**src/pkg/purs_pkg.sv**
```systemverilog
package purs_pkg;

  // ****************************************************************
  // timing
  // ****************************************************************
  localparam int unsigned CLK_FREQ_HZ = 100_000_000;
  localparam int unsigned EXTRA_DELAY_MS = 50;
  localparam int unsigned EXTRA_DELAY_CYC = (CLK_FREQ_HZ / 1000) * EXTRA_DELAY_MS;
  localparam int unsigned CNT_W = 23;
  // cycles of settling after power-on reset release before pins are judged
  localparam int unsigned POR_SETTLE_CYC = 4;

  // ****************************************************************
  // modes and states
  // ****************************************************************
  typedef enum logic {PURS_MODE_IMMEDIATE, PURS_MODE_DELAYED} purs_mode_e;

  typedef enum {PURS_ST_POR, PURS_ST_DELAY, PURS_ST_WAIT_PINS, PURS_ST_RUN} purs_state_e;

  // ****************************************************************
  // carriers
  // ****************************************************************
  typedef struct packed {
    logic chip_enable_low;
    logic config_request;
    logic status_line;
  } purs_ctrl_pins_s;

  typedef struct packed {
    logic done_out;
    logic done_oe_n;
  } purs_done_pin_s;

endpackage

```
**src/design/purs_sequencer.sv**
```systemverilog
// Functional notes
// - power-on reset clears every register except the user reset, which it sets high, in both power-up modes.
// - immediate mode: done indicator released to high impedance after reset, pins permitting.
// - delayed mode holds reset an extra 50 ms, otherwise as immediate.
// - during the extra delay the done indicator is driven low, then released.
// - fixed function; no configuration bitstream accepted or needed.
// - no emulation, remote upgrade or encryption; only two power-up modes.
module purs_sequencer
  import purs_pkg::*;
#(
  parameter purs_mode_e MODE = PURS_MODE_IMMEDIATE,
  parameter int unsigned DELAY_CYC = EXTRA_DELAY_CYC
)
(
  input wire logic SYS_CLK,
  input wire logic RST,
  input wire purs_ctrl_pins_s CTRL_PINS,
  output logic DONE_OUT,
  output logic DONE_OE_N,
  output logic USER_RESET,
  output logic USER_READY
);

  // ****************************************************************
  // pin synchronisers
  // ****************************************************************
  // board levels are asynchronous; only the second stage feeds logic
  purs_ctrl_pins_s sync1_r;
  purs_ctrl_pins_s sync1_nxt;
  purs_ctrl_pins_s sync2_r;
  purs_ctrl_pins_s sync2_nxt;

  always_comb
  begin
    sync1_nxt = CTRL_PINS;
    sync2_nxt = sync1_r;
  end

  always_ff @(posedge SYS_CLK)
  begin
    if (RST)
    begin
      sync1_r <= '0;
      sync2_r <= '0;
    end
    else
    begin
      sync1_r <= sync1_nxt;
      sync2_r <= sync2_nxt;
    end
  end

  // ****************************************************************
  // decoding helpers
  // ****************************************************************
  function automatic logic pins_ok(input purs_ctrl_pins_s p);
    pins_ok = !p.chip_enable_low && p.config_request && p.status_line;
  endfunction

  // last cycle of a count that runs len cycles from zero
  function automatic logic count_done(
    input logic [CNT_W-1:0] cnt,
    input logic [CNT_W-1:0] len
  );
    count_done = (cnt >= len - CNT_W'(1));
  endfunction

  // ****************************************************************
  // sequencer state
  // ****************************************************************
  purs_state_e state_r;
  purs_state_e state_nxt;
  logic [CNT_W-1:0] cnt_r;
  logic [CNT_W-1:0] cnt_nxt;
  logic por_end;
  logic delay_end;

  // end-of-count flags shared by state and counter logic
  always_comb
  begin
    por_end = count_done(cnt_r, CNT_W'(POR_SETTLE_CYC));
    delay_end = count_done(cnt_r, CNT_W'(DELAY_CYC));
  end

  always_comb
  begin
    state_nxt = state_r;
    unique case (state_r)
      PURS_ST_POR:
      begin
        if (por_end)
        begin
          if (MODE == PURS_MODE_DELAYED)
            state_nxt = PURS_ST_DELAY;
          else
            state_nxt = PURS_ST_WAIT_PINS;
        end
      end
      PURS_ST_DELAY:
      begin
        if (delay_end)
          state_nxt = PURS_ST_WAIT_PINS;
      end
      PURS_ST_WAIT_PINS:
      begin
        if (pins_ok(sync2_r))
          state_nxt = PURS_ST_RUN;
      end
      PURS_ST_RUN:
      begin
        state_nxt = PURS_ST_RUN;
      end
    endcase
  end

  always_ff @(posedge SYS_CLK)
  begin
    if (RST)
    begin
      state_r <= PURS_ST_POR;
    end
    else
    begin
      state_r <= state_nxt;
    end
  end

  // ****************************************************************
  // settle and delay counter
  // ****************************************************************
  always_comb
  begin
    cnt_nxt = '0;
    unique case (state_r)
      PURS_ST_POR:
      begin
        if (!por_end)
          cnt_nxt = cnt_r + CNT_W'(1);
      end
      PURS_ST_DELAY:
      begin
        if (!delay_end)
          cnt_nxt = cnt_r + CNT_W'(1);
      end
      PURS_ST_WAIT_PINS,
      PURS_ST_RUN:
        cnt_nxt = '0;
    endcase
  end

  always_ff @(posedge SYS_CLK)
  begin
    if (RST)
    begin
      cnt_r <= '0;
    end
    else
    begin
      cnt_r <= cnt_nxt;
    end
  end

  // ****************************************************************
  // done indicator and user-side outputs
  // ****************************************************************
  logic run_nxt;
  logic done_out_r;
  logic done_out_nxt;
  logic done_oe_n_r;
  logic done_oe_n_nxt;
  logic user_reset_r;
  logic user_reset_nxt;
  logic user_ready_r;
  logic user_ready_nxt;

  always_comb
  begin
    run_nxt = (state_nxt == PURS_ST_RUN);
    done_out_nxt = 1'b0;
    done_oe_n_nxt = run_nxt;
    user_reset_nxt = !run_nxt;
    user_ready_nxt = run_nxt;
  end

  always_ff @(posedge SYS_CLK)
  begin
    if (RST)
    begin
      done_out_r <= 1'b0;
      done_oe_n_r <= 1'b0;
      user_reset_r <= 1'b1;
      user_ready_r <= 1'b0;
    end
    else
    begin
      done_out_r <= done_out_nxt;
      done_oe_n_r <= done_oe_n_nxt;
      user_reset_r <= user_reset_nxt;
      user_ready_r <= user_ready_nxt;
    end
  end

  // ****************************************************************
  // top-level outputs
  // ****************************************************************
  assign DONE_OUT = done_out_r;
  assign DONE_OE_N = done_oe_n_r;
  assign USER_RESET = user_reset_r;
  assign USER_READY = user_ready_r;

endmodule

```
**config.mk**
```make
export PLATFORM = sky130hd
export DESIGN_NAME = purs_sequencer
export DESIGN_NICKNAME = d
export VERILOG_FILES = /design/src/pkg/purs_pkg.sv /design/src/design/purs_sequencer.sv
export SDC_FILE = /design/constraint.sdc
export NUM_CORES = 1
export LEC_CHECK = 0
export ABC_AREA = 1
export BUFFER_PORTS_ARGS = -buffer_cell sky130_fd_sc_hd__buf_2
export CORE_ASPECT_RATIO = 0.8
export CORE_MARGIN = 4
export CORE_UTILIZATION = 40
export CTS_BUF_LIST = sky130_fd_sc_hd__clkbuf_16
export DETAILED_ROUTE_END_ITERATION = 16
export MAX_ROUTING_LAYER = met4
export PLACE_DENSITY_LB_ADDON = 0.25
export SETUP_SLACK_MARGIN = 0.1
export SYNTH_ARGS = -nofsm -noshare
export SYNTH_HDL_FRONTEND = slang
export SYNTH_SLANG_ARGS = --single-unit
```
**constraint.sdc**
```tcl
create_clock -name SYS_CLK -period 1.9 [get_ports SYS_CLK]
set_input_delay 0.38 -clock SYS_CLK [delete_from_list [all_inputs] [get_ports SYS_CLK]]
set_output_delay 0.38 -clock SYS_CLK [all_outputs]
set_load 0.005 [all_outputs]
```
==> run metrics, run 1 <==
unrepaired setup endpoints after global routing=yes; min Tclk post-route=1.87 ns; top-count cell post-synth=nor2_1; Worst Reg-to-Reg Cells=14; drt total wl=7.21 mm; Core ar.=approximately 7000 um2; Antenna Cells=0; Fin. Hold Viols=0; clock latency on the worst-skew pair=0.33 ns; Final period util=a little over nine tenths; status=finished clean; DR pass1 iterations=4; die height=85.0 um; gr usage total=17.2%; Unique masters post-synth=42; Port Buffers=7; post-synthesis adder-cell area fraction=0.422%; Max-Cap Viols=0; largest family of logic cells by synthesized area=simple AND/OR/NAND/NOR gates; Die ar.=8850 um2; FF+latch count, synth=63; layout cells sized above 1=a little over a third; hold_buf cts=0; hold depth=3; Initial Utilization=42.1%; Layout area overhead=36.9%; Clock Tree Root=clkbuf_16; hpwl dp=4.68 mm; Post-Syn Area per Cell=7.05 um2; Clock Path Buffers=2; Setup TNS=0 ns; post-layout util=57.7%; Layout Nets=488; first-pass GRT wire length=12.0 mm; Leak=1.85 nW; flop-to-flop setup slack=0.03 ns; antenna violations before repair=0; fmax=535 MHz; routed via count=2,856; DR WL/cell=12.6 um; largest net degree at the start of global routing=32; mux contribution to synthesized area=0%; cell taking the most area after synthesis=dfxtp_1; TritonCTS clock tree=yes; Yosys warning count=0; pwr/cell area=1010 nW/um2; Post-synth EDFFs=0; Synth Area in Compound Gates=5.91%; Crit Path Category=reg2reg; Post-synth top cells=106 x nor2_1, 88 x nand2_1, 63 x dfxtp_1; Remaining DRCs=0; vias in the first global route=2,609; crit start category=flop; crit path DAT=between 2 and 2.5 ns; # rows=27; io pins=9; Detailed Route Iter0 Violations=about 220; clock slew at reported path FFs=0.05 ns; GPL Wtd Cong=0.886; prevailing post-synth register cell=dfxtp_1; Fin Clk Skew=0.00575 ns; Post-Syn Instances=420; Simple-Gate Fraction of Synth Area=41.4%; crit end category=flop; Vias/cell=4.98; H-tree levels=3; final setup fails=0; top post-synthesis cells by area=dfxtp_1 43%, nor2_1 13%, nand2_1 11%; TritonCTS Buffers=9; Mapped Area=2960 um2; worst-path fanout max=4; post-synthesis sequential area ratio=42.6%; gr ovfl total=0; CTS sink cnt=63; post-synth top area share=42.6%; max-slew violation count=0; Post-synth ARST share=0%; peak supply drop=0.547 mV; Hold Path Class=in2reg; syn nets=426; ANT nets after route=0; Required @ worst endpoint=2.17 ns; Synth Area in XOR/XNOR=1.18%; Die Width=around 100 um
==> stage by stage <==
stage                     total power, mW  hold WS [ns]  setup WS [ns]  area, um2  cells
after floorplan                      1.94         0.388          0.117       2960    420
after global placement               2.16         0.398        -0.0280       3290    536
after detailed placement             2.16         0.399        -0.0726       3290    536
after CTS                            3.88         0.253         0.0823       3770    561
after global routing                 4.31         0.255         -0.132       4060    573
final                                4.10         0.255         0.0305       4060    573
==> metal layers <==
metal / track usage [%] / vias up / wire length (um) / part of all wire [%]
met4: 6.40 / 0 / 144 / 2.0
met2: 23.4 / 72 / 3140 / 43
met1: 23.6 / 1291 / 3490 / 48
met5: - / - / 0 / 0
met3: 5.48 / 19 / 442 / 6.1
li1: - / 1474 / - / -
==> path summary, 6_finish.rpt <==
path | startpoint | end
setup / recovery | cnt_r[6] | USER_READY
hold / removal | CTRL_PINS[1] | sync1_r[1]
setup reg to reg | cnt_r[6] | USER_READY
hold reg to reg | sync1_r[2] | sync2_r[2]
==> repair_timing <==
item	in CTS	in global routing
gates resized for setup	31	64
cloned	3	0
endpoints found under the hold margin	0	0
endpoints found under the setup margin	49	53
setup buffers	7	12
pin swaps	9	8
==> worst max-delay path, stage by stage, from the launching register on <==
cell and delay, ns:
dfxtp_2 0.34, buf_4 0.14, nor2_1 0.09, nand4_1 0.11, nor2_1 0.11, nand2_1 0.11
nor2_4 0.19, nand2_8 0.10, nand2_4 0.12, nand2_1 0.09, nand2_1 0.10, nand2_1 0.06
nor2_1 0.08, nand2_1 0.06, nor2_1 0.09
==> cells by family after synthesis <==
family                   count (synthesis)
AO/OA/AOI/OAI                           27
XOR/XNOR                                 4
adder cells (fa/ha/maj)                  1
buffers and inverters                   57
flip-flops                              63
other                                    1
AND/OR/NAND/NOR                        267
==> final cells by class <==
class	instances	area (um2)
clock buffer	9	225
clock inverter	6	28.8
tap	87	109
sequential	63	1300
multi-input combinational	303	1730
inverter	44	170
timing repair buffer	61	495
fill	628	2970
==> state kept, by name, indices dropped and copies added (netlist names) <==
name / count
USER_READY: 1
USER_RESET: 1
cnt_r: 23
state_r: 32
sync1_r: 3
sync2_r: 3
==> power by group <==
part           total (mW)  switching, mW  internal (mW)  leakage, nW
Clock                1.40          0.547          0.855        0.132
Combinational        1.27          0.663          0.608         1.20
Sequential           1.42         0.0483           1.38        0.520
==> layout by cell type, fill, tap and decap left out, types with 8 or more instances in the layout <==
master	count
nand3_1	21
nand4_1	8
nand2_2	8
buf_4	44
nor2_1	90
inv_1	32
inv_2	9
buf_6	8
dfxtp_2	16
dfxtp_1	43
nand2_1	84
nor2_2	18
clkbuf_16	9
(Power assumes the default switching activity.)
==> inputs of run 2 (changes only) <==
--- a/config.mk
+++ b/config.mk
@@ -9,7 +9,7 @@
 export BUFFER_PORTS_ARGS = -buffer_cell sky130_fd_sc_hd__buf_2
 export CORE_ASPECT_RATIO = 0.8
 export CORE_MARGIN = 4
-export CORE_UTILIZATION = 40
+export CORE_UTILIZATION = 55
 export CTS_BUF_LIST = sky130_fd_sc_hd__clkbuf_16
 export DETAILED_ROUTE_END_ITERATION = 16
 export MAX_ROUTING_LAYER = met4
==> run metrics, run 2 (synthesis results as in run 1) <==
CTS sink cnt=63 (unchanged); max-slew violation count=0 (unchanged); Hold Path Class=in2reg (unchanged); Clock Path Buffers=2 (unchanged); Largest regs=state_r (32), cnt_r (23) (unchanged); clock slew at reported path FFs=0.06 ns (was 0.05 ns); H-tree levels=3 (unchanged); crit start category=flop (unchanged); Die Width=90.0 um (was 104 um); Antenna Cells=0 (unchanged); Die ar.=6630 um2 (was 8850 um2); crit-path cells=inv_1 > buf_4 > nand3_1 > nor2_1 > nand2_1 > nor2_1 > nor2_1 > nand3_4 > buf_6 > nand3_4 > o21ai_1 > nand2_1 > nor2_1 > nand2_1 > nor2_1 (was buf_4 > nor2_1 > nand4_1 > nor2_1 > nand2_1 > nor2_4 > nand2_8 > nand2_4 > nand2_1 > nand2_1 > nand2_1 > nor2_1 > nand2_1 > nor2_1); Max-Cap Viols=0 (unchanged); Fill cells=281 (was 628); Layout area overhead=44.4% (was 36.9%); slowest cell delay on critical path=0.34 ns (about the same); Remaining DRCs=0 (unchanged); unrepaired setup endpoints after global routing=yes (unchanged); Setup TNS=-1.86 ns (was 0 ns); Fin. Hold Viols=0 (unchanged); final setup fails=40 (was 0); GPL Wtd Cong=0.905 (was 0.886); crit path DAT=2.42 ns (was 2.14 ns); ANT nets after route=0 (unchanged); # rows=23 (was 27); gr ovfl total=0 (unchanged); Leak=1.95 nW (was 1.85 nW); pwr/cell area=1070 nW/um2 (was 1010 nW/um2); Vias/cell=5.84 (was 4.98); gr usage total=26.1% (was 17.2%); peak supply drop=0.812 mV (was 0.547 mV); Initial Utilization=57.8% (was 42.1%); drt total wl=9.65 mm (was 7.21 mm); max reg flops=32 (unchanged); Biggest register=state_r (unchanged); antenna violations before repair=0 (unchanged); io pins=9 (unchanged); TritonCTS Buffers=9 (unchanged); routed via count=3,240 (was 2,856); Final period util=114% (was 98.4%); Crit Path Category=reg2reg (unchanged); Crit-path slowest cell=dfxtp_1 (was dfxtp_2); Layout Nets=494 (was 488); largest net degree at the start of global routing=32 (unchanged); DR WL/cell=17.4 um (was 12.6 um); hold_buf cts=0 (unchanged); crit end category=flop (unchanged); die height=73.6 um (was 85.0 um); commonest non-fill, non-tap cell in the layout=nor2_1 (unchanged); Clock Tree Root=clkbuf_16 (unchanged); worst-path fanout max=7 (was 4); worst hold margin=0.259 ns (was 0.255 ns); DR pass1 iterations=5 (was 4); fmax=461 MHz (was 535 MHz); final worst slack=-0.268 ns (was 0.0305 ns); post-place setup slack=-0.0560 ns (was -0.0726 ns); layout cells sized above 1=39.6% (was 34.8%); Port Buffers=7 (unchanged); commonest non-fill, non-tap cells in the layout=85 x nor2_1, 78 x nand2_1, 47 x buf_4, 44 x dfxtp_1, 33 x inv_1 (was 90 x nor2_1, 84 x nand2_1, 44 x buf_4, 43 x dfxtp_1, 32 x inv_1); total power=4.59 mW (was 4.10 mW); vias in the first global route=2,782 (was 2,609); Core ar.=5120 um2 (was 7030 um2); min Tclk post-route=2.17 ns (was 1.87 ns); Fin Clk Skew=0.0105 ns (was 0.00575 ns); hpwl dp=4.82 mm (was 4.68 mm); first-pass GRT wire length=13.1 mm (was 12.0 mm); most frequent CP cell=nor2_1 (was nand2_1); Required @ worst endpoint=2.16 ns (was 2.17 ns); Detailed Route Iter0 Violations=377 (was 217); failing checks=setup timing; TritonCTS clock tree=yes (unchanged); status=complete, but fails checks (was finished clean); clock latency on the worst-skew pair=0.34 ns (was 0.33 ns)
-- run 2: through the flow --
| stage | std cells | cell area (um2) | utilization [%] |
|---|---|---|---|
| floorplan | 420 | 2960 | - |
| global placement | 514 | 3290 | 64.3 |
| detailed placement | 514 | 3290 | 64.3 |
| CTS | 543 | 3860 | 75.4 |
| global route | 555 | 4280 | 83.5 |
| finish | 555 | 4280 | 83.5 |
-- run 2: final cells by class --
type                    count  area [um2]  share of cell area (%)
well taps                  62        77.6                    1.81
clock buffers               9         225                    5.27
repair buffers             67         568                    13.3
inverters                  44         168                    3.92
clock inverters             7        72.6                    1.70
flip-flops and latches     63        1290                    30.1
multi-input cells         303        1880                    43.9
-- run 2: metal layers --
metal	global-route usage [%]	routed length (um)
met2	39.2	4300
met5	-	0
met4	10.5	366
met3	9.11	999
met1	32.5	3990
-- run 2: worst paths after layout --
kind / end / slack [ns] / from / depth (start not counted)
worst max-delay path: USER_READY / -0.27 / cnt_r[6] / 15
worst min-delay path: sync1_r[1] / 0.26 / CTRL_PINS[1] / 3
worst max register to register: USER_READY / -0.27 / cnt_r[6] / 15
worst min register to register: sync2_r[0] / 0.41 / sync1_r[0] / 2
-- run 2: where the power goes --
group | internal (mW) | switching, mW
Sequential | 1.37 | 0.0558
Combinational | 0.718 | 0.815
Clock | 1.02 | 0.623
Total | 3.10 | 1.49
-- run 2: what timing repair did --
action	CTS	global route
endpoints found under the setup margin	43	54
cloned	4	0
pin swaps	12	30
buffers inserted	9	13
resized for setup	35	89
hold endpoints to repair	0	0
-- run 2: worst max-delay path, delay by kind of cell (launching register included) --
kind / cells / cell delay (ns)
simple gates: 11 / 1.26
buf+inv: 3 / 0.39
flops: 1 / 0.34
compound gates: 1 / 0.12
==> inputs of run 3 (changes only) <==
--- a/config.mk
+++ b/config.mk
@@ -6,7 +6,7 @@
 export NUM_CORES = 1
 export LEC_CHECK = 0
 export ABC_AREA = 1
-export BUFFER_PORTS_ARGS = -buffer_cell sky130_fd_sc_hd__buf_2
+export BUFFER_PORTS_ARGS = -buffer_cell sky130_fd_sc_hd__buf_4
 export CORE_ASPECT_RATIO = 0.8
 export CORE_MARGIN = 4
 export CORE_UTILIZATION = 55
==> run metrics, run 3 (synthesis results as in run 1) <==
clock slew at reported path FFs=0.06 ns (about the same); layout cells sized above 1=53.5% (was 39.6%); antenna violations before repair=0 (unchanged); DR pass1 iterations=5 (unchanged); drt total wl=12.7 mm (was 9.65 mm); pwr/cell area=1110 nW/um2 (was 1070 nW/um2); Worst slew margin=50.7%; max reg flops=32 (unchanged); Clock Path Buffers=2 (unchanged); ANT nets after route=0 (unchanged); Hold Path Class=in2reg (unchanged); final worst slack=-0.369 ns (was -0.268 ns); clock latency on the worst-skew pair=0.35 ns (was 0.34 ns); crit end category=flop (unchanged); Detailed Route Iter0 Violations=540 (was 377); Antenna Cells=0 (unchanged); Required @ worst endpoint=2.18 ns (was 2.16 ns); Seq. cell area=1320 um2 (was 1290 um2); crit-path cells=nor2_4 > nand2_2 > nor2_2 > nand3_2 > nor2_2 > nor2_2 > nand3_4 > buf_12 > nand3_4 > o21ai_1 > nand2_1 > nor2_1 > nand2_1 > nor2_1 (was inv_1 > buf_4 > nand3_1 > nor2_1 > nand2_1 > nor2_1 > nor2_1 > nand3_4 > buf_6 > nand3_4 > o21ai_1 > nand2_1 > nor2_1 > nand2_1 > nor2_1); GPL Wtd Cong=1.06 (was 0.905); TritonCTS clock tree=yes (unchanged); post-place setup slack=-0.0507 ns (was -0.0560 ns); Core ar.=5120 um2 (unchanged); Fin Clk Skew=0.0118 ns (was 0.0105 ns); unrepaired setup endpoints after global routing=yes (unchanged); Layout area overhead=57.4% (was 44.4%); fmax=441 MHz (was 461 MHz); Biggest register=state_r (unchanged); crit path DAT=2.55 ns (was 2.42 ns); io pins=9 (unchanged); vias in the first global route=2,659 (was 2,782); # rows=23 (unchanged); largest net degree at the start of global routing=32 (unchanged); failing checks=setup timing (unchanged); peak supply drop=0.787 mV (was 0.812 mV); hpwl dp=4.83 mm (was 4.82 mm); Remaining DRCs=0 (unchanged); gr ovfl total=0 (unchanged); Leak=2.04 nW (was 1.95 nW); Layout Nets=495 (was 494); worst-margin pin slew=0.738 ns; slowest cell delay on critical path=0.36 ns (was 0.34 ns); hold_buf cts=0 (unchanged); Vias/cell=6.57 (was 5.84); cell area after layout=4660 um2 (was 4280 um2); commonest non-fill, non-tap cell in the layout=nor2_1 (unchanged); min Tclk post-route=2.27 ns (was 2.17 ns); Clock Tree Root=clkbuf_16 (unchanged); DR WL/cell=22.9 um (was 17.4 um); Die ar.=6630 um2 (unchanged); H-tree levels=3 (unchanged); most frequent CP cell=nor2_2 (was nor2_1); Multi-input gate area=2080 um2 (was 1880 um2); max-slew violation count=0 (unchanged); Fill cells=176 (was 281); worst hold margin=0.277 ns (was 0.259 ns); first-pass GRT wire length=12.6 mm (was 13.1 mm); commonest non-fill, non-tap cells in the layout=68 x nor2_1, 47 x nand2_1, 46 x buf_4, 37 x nand2_2, 32 x inv_1 (was 85 x nor2_1, 78 x nand2_1, 47 x buf_4, 44 x dfxtp_1, 33 x inv_1); Max-Cap Viols=0 (unchanged); CTS sink cnt=63 (unchanged); Fin. Hold Viols=0 (unchanged); Initial Utilization=57.8% (unchanged); Die Width=90.0 um (unchanged); gr usage total=24.8% (was 26.1%); status=complete, but fails checks (unchanged); TritonCTS Buffers=9 (unchanged); worst-path fanout max=6 (was 7); Crit Path Category=reg2reg (unchanged); Crit-path slowest cell=dfxtp_4 (was dfxtp_1); Final period util=119% (was 114%); dpl cell area=3290 um2 (about the same); Port Buffers=7 (unchanged); crit start category=flop (unchanged); die height=73.6 um (unchanged); Largest regs=state_r (32), cnt_r (23) (unchanged); routed via count=3,649 (was 3,240); final setup fails=48 (was 40)
[run 3: through the flow]
step / util, % / instances / setup TNS, ns / power (mW)
floorplan: - / 420 / 0 / 1.94
global placement: 64.2 / 513 / 0 / 2.16
detailed placement: 64.2 / 513 / -0.148 / 2.17
CTS: 75.1 / 535 / 0 / 4.22
global route: 91.0 / 555 / -9.93 / 5.26
finish: 91.0 / 555 / -6.47 / 5.17
[run 3: area by class of cell]
type | instances | share of cell area (%)
Multi-Input combinational cell | 302 | 44.7
Tap cell | 62 | 1.66
Clock buffer | 9 | 4.83
Clock inverter | 6 | 2.36
Sequential cell | 63 | 28.3
Timing Repair Buffer | 69 | 14.3
Inverter | 44 | 3.76
[run 3: timing repair]
action / CTS / global route
setup endpoints to repair: 48 / 54
buffers inserted: 5 / 20
gates cloned: 2 / 2
gates resized for setup: 46 / 186
pin swaps: 15 / 40
[run 3: path summary, 6_finish.rpt]
check	startpoint	endpoint	slack (ns)	depth (start not counted)
worst max-delay path	cnt_r[16]	USER_READY	-0.37	14
worst min-delay path	CTRL_PINS[0]	sync1_r[0]	0.28	3
worst max register to register	cnt_r[16]	USER_READY	-0.37	14
worst min register to register	sync1_r[0]	sync2_r[0]	0.41	2
[run 3: power breakdown]
part | switching (mW) | leakage, nW | internal, mW
clock network | 0.639 | 0.158 | 1.27
registers | 0.0484 | 0.528 | 1.36
logic | 1.02 | 1.35 | 0.839
[run 3: layer usage]
metal,global-route usage (%),up-vias,part of all wire (%)
li1,-,1481,-
met1,33.0,1690,36
met2,37.0,359,45
met3,6.96,119,12
met4,7.81,0,6.8
met5,-,-,0
[run 3: critical path, delay by kind of cell, from the launching register on]
| kind | cells | cell delay [ns] |
|---|---|---|
| buffers and inverters | 1 | 0.13 |
| DFF | 1 | 0.36 |
| and+or+nand+nor | 12 | 1.56 |
| AOI/OAI and AO/OA | 1 | 0.16 |
